**config.mk**
```make
export PLATFORM = sky130hd
export DESIGN_NAME = limit_and_nv_scratch_regs
export DESIGN_NICKNAME = d
export VERILOG_FILES = /design/src/rtl/limit_nv_pkg.sv /design/src/rtl/limit_and_nv_scratch_regs.sv
export SDC_FILE = /design/constraint.sdc
export NUM_CORES = 1
export LEC_CHECK = 0
export BUFFER_PORTS_ARGS = -buffer_cell sky130_fd_sc_hd__buf_4
export CAP_MARGIN = 20
export CELL_PAD_IN_SITES_DETAIL_PLACEMENT = 0
export CELL_PAD_IN_SITES_GLOBAL_PLACEMENT = 1
export CORE_MARGIN = 10
export CORE_UTILIZATION = 40
export CTS_CLUSTER_SIZE = 40
export DETAILED_ROUTE_END_ITERATION = 12
export MAX_ROUTING_LAYER = met4
export PLACE_DENSITY = 0.87
export SLEW_MARGIN = 5
export SYNTH_ARGS = -nofsm -noshare
export SYNTH_HDL_FRONTEND = slang
export SYNTH_SLANG_ARGS = --single-unit
```
**constraint.sdc**
```tcl
create_clock -name clk -period 2.69 [get_ports clk]
set_input_delay 0.1345 -clock clk [delete_from_list [all_inputs] [get_ports clk]]
set_output_delay 0.1345 -clock clk [all_outputs]
set_load 0.005 [all_outputs]
```
**src/rtl/limit_nv_pkg.sv**
```systemverilog
package limit_nv_pkg;
  // Register indices; byte address is four times the index
  localparam logic [3:0]  IDX_HIGH       = 4'h2;
  localparam logic [3:0]  IDX_LOW        = 4'h3;
  localparam logic [3:0]  IDX_UNLOCK     = 4'h4;
  localparam logic [3:0]  IDX_SCR_ONE    = 4'h5;
  localparam logic [3:0]  IDX_SCR_TWO    = 4'h6;
  // Values after reset, before the nonvolatile load lands
  localparam logic [15:0] HIGH_RESET     = 16'h6000;
  localparam logic [15:0] LOW_RESET      = 16'h8000;
  localparam logic [15:0] UNLOCK_RESET   = 16'h0000;
  localparam logic [15:0] SCRATCH_RESET  = 16'h0000;
  localparam int          UNLOCK_BIT     = 15;
  localparam int          BUSY_BIT       = 14;
  // Nonvolatile slots
  localparam logic [1:0]  SLOT_HIGH      = 2'h0;
  localparam logic [1:0]  SLOT_LOW       = 2'h1;
  localparam logic [1:0]  SLOT_SCR_ONE   = 2'h2;
  localparam logic [1:0]  SLOT_SCR_TWO   = 2'h3;
  // Cycle counts of the nonvolatile array
  localparam logic [7:0]  NV_LOAD_CYCLES = 8'h10;
  localparam logic [7:0]  NV_PROG_CYCLES = 8'h40;
  localparam logic [1:0]  RESP_OKAY      = 2'h0;
  localparam logic [1:0]  RESP_SLVERR    = 2'h2;
  localparam int          AXI_ADDR_W     = 8;

  typedef struct packed {
    logic [AXI_ADDR_W-1:0] awaddr;
    logic                  awvalid;
    logic [31:0]           wdata;
    logic [3:0]            wstrb;
    logic                  wvalid;
    logic                  bready;
    logic [AXI_ADDR_W-1:0] araddr;
    logic                  arvalid;
    logic                  rready;
  } axi_req_type;

  typedef struct packed {
    logic        awready;
    logic        wready;
    logic        bvalid;
    logic [1:0]  bresp;
    logic        arready;
    logic        rvalid;
    logic [31:0] rdata;
    logic [1:0]  rresp;
  } axi_rsp_type;

  typedef enum logic [1:0] {ST_LOAD, ST_IDLE, ST_PROG} nv_state_type;
endpackage : limit_nv_pkg

```
**src/rtl/limit_and_nv_scratch_regs.sv**
```systemverilog
`timescale 1ns/10ps
module limit_and_nv_scratch_regs #(
  parameter logic [15:0] SCR_ONE_FACTORY = 16'h0000,
  parameter logic [15:0] SCR_TWO_FACTORY = 16'h0000
) (
  input  wire logic                      clk,
  input  wire logic                      resetn,
  input  wire limit_nv_pkg::axi_req_type bus_req,
  output      limit_nv_pkg::axi_rsp_type bus_rsp,
  input  wire logic                      general_call_reset,
  output      logic [15:0]               high_threshold,
  output      logic [15:0]               low_threshold,
  output      logic [15:0]               scratch_word_one,
  output      logic [15:0]               scratch_word_two,
  output      logic                      nv_program_enable,
  output      logic                      nv_busy
);
  import limit_nv_pkg::*;

  function automatic logic [3:0] reg_index(input logic [AXI_ADDR_W-1:0] a);
    return a[5:2] & {4{a[AXI_ADDR_W-1:6] == '0}};
  endfunction : reg_index

  function automatic logic known_index(input logic [3:0] i);
    return i inside {IDX_HIGH, IDX_LOW, IDX_UNLOCK, IDX_SCR_ONE, IDX_SCR_TWO};
  endfunction : known_index

  function automatic logic [15:0] merge(input logic [15:0] old,
                                        input logic [31:0] d,
                                        input logic [3:0]  s);
    return {s[1] ? d[15:8] : old[15:8], s[0] ? d[7:0] : old[7:0]};
  endfunction : merge

  ////////////////////////////////////////////////////////////////////////////
  // Nonvolatile cells: not cleared by any reset, factory contents preset
  // Slot order follows SLOT_HIGH, SLOT_LOW, SLOT_SCR_ONE, SLOT_SCR_TWO
  logic [15:0]       nv_mem [4] = '{HIGH_RESET, LOW_RESET,
                                    SCR_ONE_FACTORY, SCR_TWO_FACTORY};

  nv_state_type      state;
  nv_state_type      next_state;
  logic [7:0]        count;
  logic [1:0]        prog_slot;
  logic [15:0]       prog_data;
  logic              gc_pending;

  ////////////////////////////////////////////////////////////////////////////
  // Bus slave: address and data are held apart, so they may come in any order
  logic              aw_full;
  logic              w_full;
  logic [3:0]        aw_idx;
  logic [31:0]       w_data;
  logic [3:0]        w_strb;
  logic              bvalid;
  logic [1:0]        bresp;
  logic              rvalid;
  logic [31:0]       rdata;
  logic [1:0]        rresp;
  logic [3:0]        rd_idx;

  wire logic         aw_take  = bus_req.awvalid & ~aw_full;
  wire logic         w_take   = bus_req.wvalid & ~w_full;
  wire logic         ar_take  = bus_req.arvalid & ~rvalid;
  // Writes wait while the array is busy or a reload is pending; otherwise the
  // reload would win in the sequencer and an unlocked write would never reach its cell
  wire logic         do_write = aw_full & w_full & ~bvalid & (state == ST_IDLE) & ~gc_pending;
  wire logic         wr_ok    = known_index(aw_idx);
  wire logic         hit_high = do_write & (aw_idx == IDX_HIGH);
  wire logic         hit_low  = do_write & (aw_idx == IDX_LOW);
  wire logic         hit_unl  = do_write & (aw_idx == IDX_UNLOCK);
  wire logic         hit_one  = do_write & (aw_idx == IDX_SCR_ONE);
  wire logic         hit_two  = do_write & (aw_idx == IDX_SCR_TWO);
  wire logic         nv_hit   = hit_high | hit_low | hit_one | hit_two;
  wire logic         start_prog = nv_hit & nv_program_enable;
  wire logic [1:0]   wr_slot  = hit_high ? SLOT_HIGH : hit_low ? SLOT_LOW :
                                hit_one ? SLOT_SCR_ONE : SLOT_SCR_TWO;
  wire logic [3:0]   ar_idx   = reg_index(bus_req.araddr);
  wire logic [15:0]  unlock_view = {nv_program_enable, nv_busy, 14'h0000};
  wire logic [15:0]  rd_word  =
      (ar_idx == IDX_HIGH)    ? high_threshold   :
      (ar_idx == IDX_LOW)     ? low_threshold    :
      (ar_idx == IDX_UNLOCK)  ? unlock_view      :
      (ar_idx == IDX_SCR_ONE) ? scratch_word_one :
      (ar_idx == IDX_SCR_TWO) ? scratch_word_two : 16'h0000;

  assign bus_rsp.awready = ~aw_full;
  assign bus_rsp.wready  = ~w_full;
  assign bus_rsp.bvalid  = bvalid;
  assign bus_rsp.bresp   = bresp;
  assign bus_rsp.arready = ~rvalid;
  assign bus_rsp.rvalid  = rvalid;
  assign bus_rsp.rdata   = rdata;
  assign bus_rsp.rresp   = rresp;

  always_ff @(posedge clk or negedge resetn) begin
    if (!resetn) begin
      aw_full <= 1'b0;
      aw_idx  <= 4'h0;
    end else if (aw_take) begin
      aw_full <= 1'b1;
      aw_idx  <= reg_index(bus_req.awaddr);
    end else if (do_write) begin
      aw_full <= 1'b0;
    end
  end

  always_ff @(posedge clk or negedge resetn) begin
    if (!resetn) begin
      w_full <= 1'b0;
      w_data <= 32'h00000000;
      w_strb <= 4'h0;
    end else if (w_take) begin
      w_full <= 1'b1;
      w_data <= bus_req.wdata;
      w_strb <= bus_req.wstrb;
    end else if (do_write) begin
      w_full <= 1'b0;
    end
  end

  always_ff @(posedge clk or negedge resetn) begin
    if (!resetn) begin
      bvalid <= 1'b0;
      bresp  <= RESP_OKAY;
    end else if (do_write) begin
      bvalid <= 1'b1;
      bresp  <= wr_ok ? RESP_OKAY : RESP_SLVERR;
    end else if (bus_req.bready) begin
      bvalid <= 1'b0;
    end
  end

  always_ff @(posedge clk or negedge resetn) begin
    if (!resetn) begin
      rvalid <= 1'b0;
      rdata  <= 32'h00000000;
      rresp  <= RESP_OKAY;
      rd_idx <= 4'h0;
    end else if (ar_take) begin
      rvalid <= 1'b1;
      rdata  <= {16'h0000, rd_word};
      rresp  <= known_index(ar_idx) ? RESP_OKAY : RESP_SLVERR;
      rd_idx <= ar_idx;
    end else if (bus_req.rready) begin
      rvalid <= 1'b0;
    end
  end

  ////////////////////////////////////////////////////////////////////////////
  // Working registers; limits hold raw two's complement codes, one count per
  // 7.8125 millidegrees, so they compare directly with the result
  wire logic load_done = (state == ST_LOAD) && (count == 8'h01);

  always_ff @(posedge clk or negedge resetn) begin
    if (!resetn) begin
      high_threshold   <= HIGH_RESET;
      low_threshold    <= LOW_RESET;
      scratch_word_one <= SCRATCH_RESET;
      scratch_word_two <= SCRATCH_RESET;
    end else if (load_done) begin
      high_threshold   <= nv_mem[SLOT_HIGH];
      low_threshold    <= nv_mem[SLOT_LOW];
      scratch_word_one <= nv_mem[SLOT_SCR_ONE];
      scratch_word_two <= nv_mem[SLOT_SCR_TWO];
    end else begin
      // Locked or not, the working copy takes the write
      if (hit_high) high_threshold   <= merge(high_threshold, w_data, w_strb);
      if (hit_low)  low_threshold    <= merge(low_threshold, w_data, w_strb);
      if (hit_one)  scratch_word_one <= merge(scratch_word_one, w_data, w_strb);
      if (hit_two)  scratch_word_two <= merge(scratch_word_two, w_data, w_strb);
    end
  end

  // Only bit 15 is stored; bit 14 reads the busy flag and the rest of the word is constant zero
  always_ff @(posedge clk or negedge resetn) begin
    if (!resetn) begin
      nv_program_enable <= UNLOCK_RESET[UNLOCK_BIT];
    end else if (state == ST_LOAD) begin
      nv_program_enable <= UNLOCK_RESET[UNLOCK_BIT];
    end else if (hit_unl && w_strb[1]) begin
      nv_program_enable <= w_data[UNLOCK_BIT];
    end
  end

  ////////////////////////////////////////////////////////////////////////////
  // Array sequencer: load after any reset, program on unlocked writes
  always_comb begin
    next_state = state;
    case (state)
      ST_LOAD: if (count == 8'h01) next_state = ST_IDLE;
      ST_IDLE: begin
        if (gc_pending)      next_state = ST_LOAD;
        else if (start_prog) next_state = ST_PROG;
      end
      ST_PROG: if (count == 8'h01) next_state = ST_IDLE;
      default: next_state = ST_LOAD;
    endcase
  end

  always_ff @(posedge clk or negedge resetn) begin
    if (!resetn) begin
      state   <= ST_LOAD;
      count   <= NV_LOAD_CYCLES;
      nv_busy <= 1'b1;
    end else begin
      state   <= next_state;
      nv_busy <= (next_state != ST_IDLE);
      if (state == ST_IDLE && next_state == ST_LOAD) count <= NV_LOAD_CYCLES;
      else if (state == ST_IDLE && next_state == ST_PROG) count <= NV_PROG_CYCLES;
      else if (count != 8'h00) count <= count - 8'h01;
    end
  end

  // A general-call pulse during a program is kept and served after it
  always_ff @(posedge clk or negedge resetn) begin
    if (!resetn) begin
      gc_pending <= 1'b0;
    end else if (general_call_reset) begin
      gc_pending <= 1'b1;
    end else if (state == ST_IDLE) begin
      gc_pending <= 1'b0;
    end
  end

  always_ff @(posedge clk or negedge resetn) begin
    if (!resetn) begin
      prog_slot <= SLOT_HIGH;
      prog_data <= 16'h0000;
    end else if (start_prog) begin
      prog_slot <= wr_slot;
      prog_data <= merge(nv_mem[wr_slot], w_data, w_strb);
    end
  end

  // Cells change only at the end of a program; no reset reaches them
  always_ff @(posedge clk) begin
    if (state == ST_PROG && count == 8'h01) begin
      nv_mem[prog_slot] <= prog_data;
    end
  end

  ////////////////////////////////////////////////////////////////////////////
  a_unlock_low_zero: assert property (@(posedge clk) disable iff (!resetn)
    rvalid && rd_idx == IDX_UNLOCK |-> rdata[13:0] == 14'h0000)
    else $error("unlock low bits not zero");

  a_busy_mirror: assert property (@(posedge clk) disable iff (!resetn)
    ar_take && ar_idx == IDX_UNLOCK |=> rdata[BUSY_BIT] == $past(nv_busy))
    else $error("unlock busy bit differs from busy flag");

  a_locked_no_prog: assert property (@(posedge clk) disable iff (!resetn)
    nv_hit && !nv_program_enable |=> state != ST_PROG)
    else $error("locked write started programming");

  a_unlocked_prog: assert property (@(posedge clk) disable iff (!resetn)
    nv_hit && nv_program_enable |=> nv_busy [*8])
    else $error("unlocked write did not hold busy");

  a_prog_commit: assert property (@(posedge clk) disable iff (!resetn)
    state == ST_PROG && count == 8'h01 |=> nv_mem[$past(prog_slot)] == $past(prog_data))
    else $error("cell not programmed with written data");

  a_load_high: assert property (@(posedge clk) disable iff (!resetn)
    load_done |=> high_threshold == $past(nv_mem[SLOT_HIGH]) && !nv_busy)
    else $error("high limit not reloaded");

  a_load_low: assert property (@(posedge clk) disable iff (!resetn)
    load_done |=> low_threshold == $past(nv_mem[SLOT_LOW]))
    else $error("low limit not reloaded");

  a_reload_busy: assert property (@(posedge clk) disable iff (!resetn)
    general_call_reset && state == ST_IDLE && !start_prog |-> ##[1:2] nv_busy)
    else $error("general call did not start a load");

  a_pending_reload: assert property (@(posedge clk) disable iff (!resetn)
    gc_pending && state == ST_IDLE |=> state == ST_LOAD)
    else $error("pending reload not served");

  a_write_high: assert property (@(posedge clk) disable iff (!resetn)
    hit_high && w_strb[1:0] == 2'h3 |=> high_threshold == $past(w_data[15:0]))
    else $error("high limit write lost");

  a_scratch_two: assert property (@(posedge clk) disable iff (!resetn)
    hit_two && !nv_program_enable && w_strb[1:0] == 2'h3
      |=> scratch_word_two == $past(w_data[15:0]) && !nv_busy)
    else $error("scratch two locked write wrong");
endmodule : limit_and_nv_scratch_regs

```
==> run summary <==
status -> finished clean
Max Clk Rate -> 0.417 GHz
startpoint class of the critical path -> register
Worst Setup Path Type -> register to register
insertion delay to the later sink of the worst-skew pair -> 0.50 ns
fillers -> 2012
Post-Synth Simple-Gate Area -> 12.0%
CP Cell Sequence -> or3b_1, nor4_4, nand2_1, mux2i_1, a21oi_1
Setup TNS -> 0 ns
Synth Area in Compound Gates -> 13.4%
Post-Place Cells -> 1195
Core ar. -> 0.0226 mm^2
CP Capture Type -> register
Seq/Total Area, Yosys -> 58.8%
Die Height -> 172 um
port bufs -> 126
GRT Overall Usage -> 18.1%
first-pass detailed-route iteration total -> 5
Bufs on Longest Clock Path -> 3
TritonCTS sink count -> 203
cell area after synthesis -> 0.00920 mm^2
max_slew headroom -> 50.5%
P_leak -> 0.00504 uW
HPWL Detailed -> 18300 um
ratio of cells with drive above 1 in the final layout -> 23.5%
worst setup margin -> 0.290 ns
Area contributors post-synth -> dfrtp_1 36%, edfxtp_1 21%, mux2i_1 8.4%
Worst VDD drop -> 0.305 mV
XOR/XNOR Fraction of Synth Area -> 0.286%
power density cells -> 579 mW/mm^2
I/O pin total -> 167
commonest register cell after synthesis -> dfrtp_1
unrepaired setup endpoints after global routing -> no
commonest cells after routing, fill and taps aside -> 158 x buf_4, 134 x dfrtp_1, 104 x nor2_1
main combinational cell family by area after synthesis -> compound AO/OA/AOI/OAI gates
Clock Skews -> 0.0161 ns
Routed Antenna Nets -> 0
Ys Warns -> 0
initial antenna violation count -> 0
largest area contributor in the netlist -> dfrtp_1
Post-Synthesis Cells -> 800
post-synth cell types -> 64
area share of the largest cell type after synthesis -> 36.5%
Initial Utilization -> 40.6%
Synth async-reset ratio -> 68.5%
Post-Synth Adder-Cell Area -> 0.272%
Hold Fails Final Rpt -> 0
mean post-synth cell area -> 11.5 um^2
vias in the first global route -> 6992
worst slew pin tran -> 0.742 ns
post-route insts no fill -> 1266
WL/cell -> 21.1 um
CP Launch Point -> state[1]
post-synthesis register bit count -> 203
largest net degree at the start of global routing -> 78
commonest non-fill, non-tap cell in the layout -> buf_4
Min-Delay Path Class -> primary input to register
minimum clock period -> 2.40 ns
clock slew at reported path FFs -> 0.06 ns
Reg2Reg Launch Point -> state[1]
Num CTS Buffers -> 22
final period utilization -> 89.2%
post-layout util -> 50.8%
Setup violations, final -> 0
vias per inst -> 5.54
drt initial violations -> 657
Worst EP arrival -> 2.74 ns
final WL -> 26700 um
Cell Rows -> 55
drt drc -> 0
final number of max-transition violations -> 0
GR Overflow Total -> 0
htree depth -> 1
worst-path maximum fanout -> 8
Worst Hold Launch -> bus_req[4]
Worst path slowest cell -> or3b_1
die area -> 0.0295 mm^2
fin nets -> 1027
total power -> 6670 uW
WP data required -> 3.03 ns
worst stage delay on the critical path -> 0.61 ns
area grow syn2layout -> 25.2%
vias -> 7009
Hold Buf Count CTS -> 31
first-pass GRT wire length -> 40900 um
CTS tree -> built
Resized cells post-CTS -> 0
Die W -> 172 um
# Post-CTS Setup Buffers -> 0
number of synthesized flops with an enable pin -> 64
Ant. Diodes -> 0
MaxCap Viol Count -> 0
mux contribution to synthesized area -> 10.7%
root buf cell -> clkbuf_16
DP Worst Slack -> 0.305 ns
RD Place Congestion -> 0.883
[sequential cells by signal, summed over array words and instances (netlist names), 2 cells and up]
register          flops
nv_mem               64
high_threshold       16
low_threshold        16
prog_data            16
rdata                16
scratch_word_one     16
scratch_word_two     16
w_data               16
count                 8
aw_idx                4
prog_slot             2
state                 2
w_strb                2
[kinds of logic after synthesis]
| logic type | after synthesis |
|---|---|
| other cells | 1 |
| buf+inv | 78 |
| flops | 203 |
| simple gates | 214 |
| mux | 96 |
| fa+ha+maj | 2 |
| compound gates | 203 |
| xor+xnor | 3 |
[synth_stat cells (2+ instances only)]
master / instances
nand3b_1: 2
nor2_1: 104
a222oi_1: 13
mux2i_1: 77
dfstp_2: 5
o221ai_1: 13
dfrtp_1: 134
and3_1: 2
nor3_1: 11
a211oi_1: 2
o21ai_0: 38
nand4_4: 2
a2bb2oi_1: 7
buf_2: 8
o22ai_1: 2
and2_1: 4
inv_1: 11
o211ai_1: 2
xor2_1: 2
ha_1: 2
and3b_1: 2
nand2b_1: 21
clkbuf_1: 29
a22o_1: 4
nor2b_1: 5
nor4_4: 3
a221oi_1: 2
a21oi_1: 100
or3_1: 3
mux2_2: 19
a31oi_1: 8
o31ai_1: 2
edfxtp_1: 64
buf_4: 27
nand3_1: 2
nand2_1: 40
[path summary, 6_finish.rpt]
check                                       endpoint  slack, ns  cells after the start
worst max-delay path            scratch_word_one[12]       0.29                      5
worst min-delay path                        rresp[1]       0.03                      3
worst max register to register  scratch_word_one[12]       0.29                      5
worst min register to register              rdata[6]       0.48                      2
max in group asynchronous          low_threshold[15]       1.67                      3
min in group asynchronous                 w_data[12]       0.27                      2
[critical path, delay by kind of cell, from the launching register on]
| kind | cells | cell delay [ns] |
|---|---|---|
| multiplexers | 1 | 0.27 |
| flip-flops | 1 | 0.45 |
| AND/OR/NAND/NOR | 3 | 1.43 |
| AO/OA/AOI/OAI | 1 | 0.09 |
[report_power, final]
part	internal [uW]	switching [uW]	total, uW	leakage (uW)
registers	3220	66.3	3280	0.00231
clock network	1840	1210	3040	0.000355
logic	162	177	339	0.00237
[per-stage QoR]
stage | hold WS (ns) | instance area (um^2)
after floorplan | -0.161 | 9260
after global placement | 0.233 | 10500
after detailed placement | 0.240 | 10500
after CTS | 0.0180 | 11500
after global routing | 0.0348 | 11500
final | 0.0260 | 11500
[layout make-up]
type	count	area [um^2]	area share, %
Clock inverter	15	144	1.25
Tap cell	285	357	3.10
Clock buffer	25	583	5.06
Timing Repair Buffer	191	1530	13.3
Sequential cell	203	5410	47.0
Inverter	11	41.3	0.359
Multi-Input combinational cell	536	3450	30.0
[metal layers]
| metal | wire (um) | up-vias | track usage (%) |
|---|---|---|---|
| met5 | 0 | - | - |
| met4 | 548 | 0 | 5.33 |
| met3 | 2420 | 47 | 2.82 |
| met2 | 12200 | 319 | 27.6 |
| met1 | 11500 | 3432 | 24.4 |
| li1 | - | 3211 | - |
No activity file was read; power rests on OpenSTA's default activity.
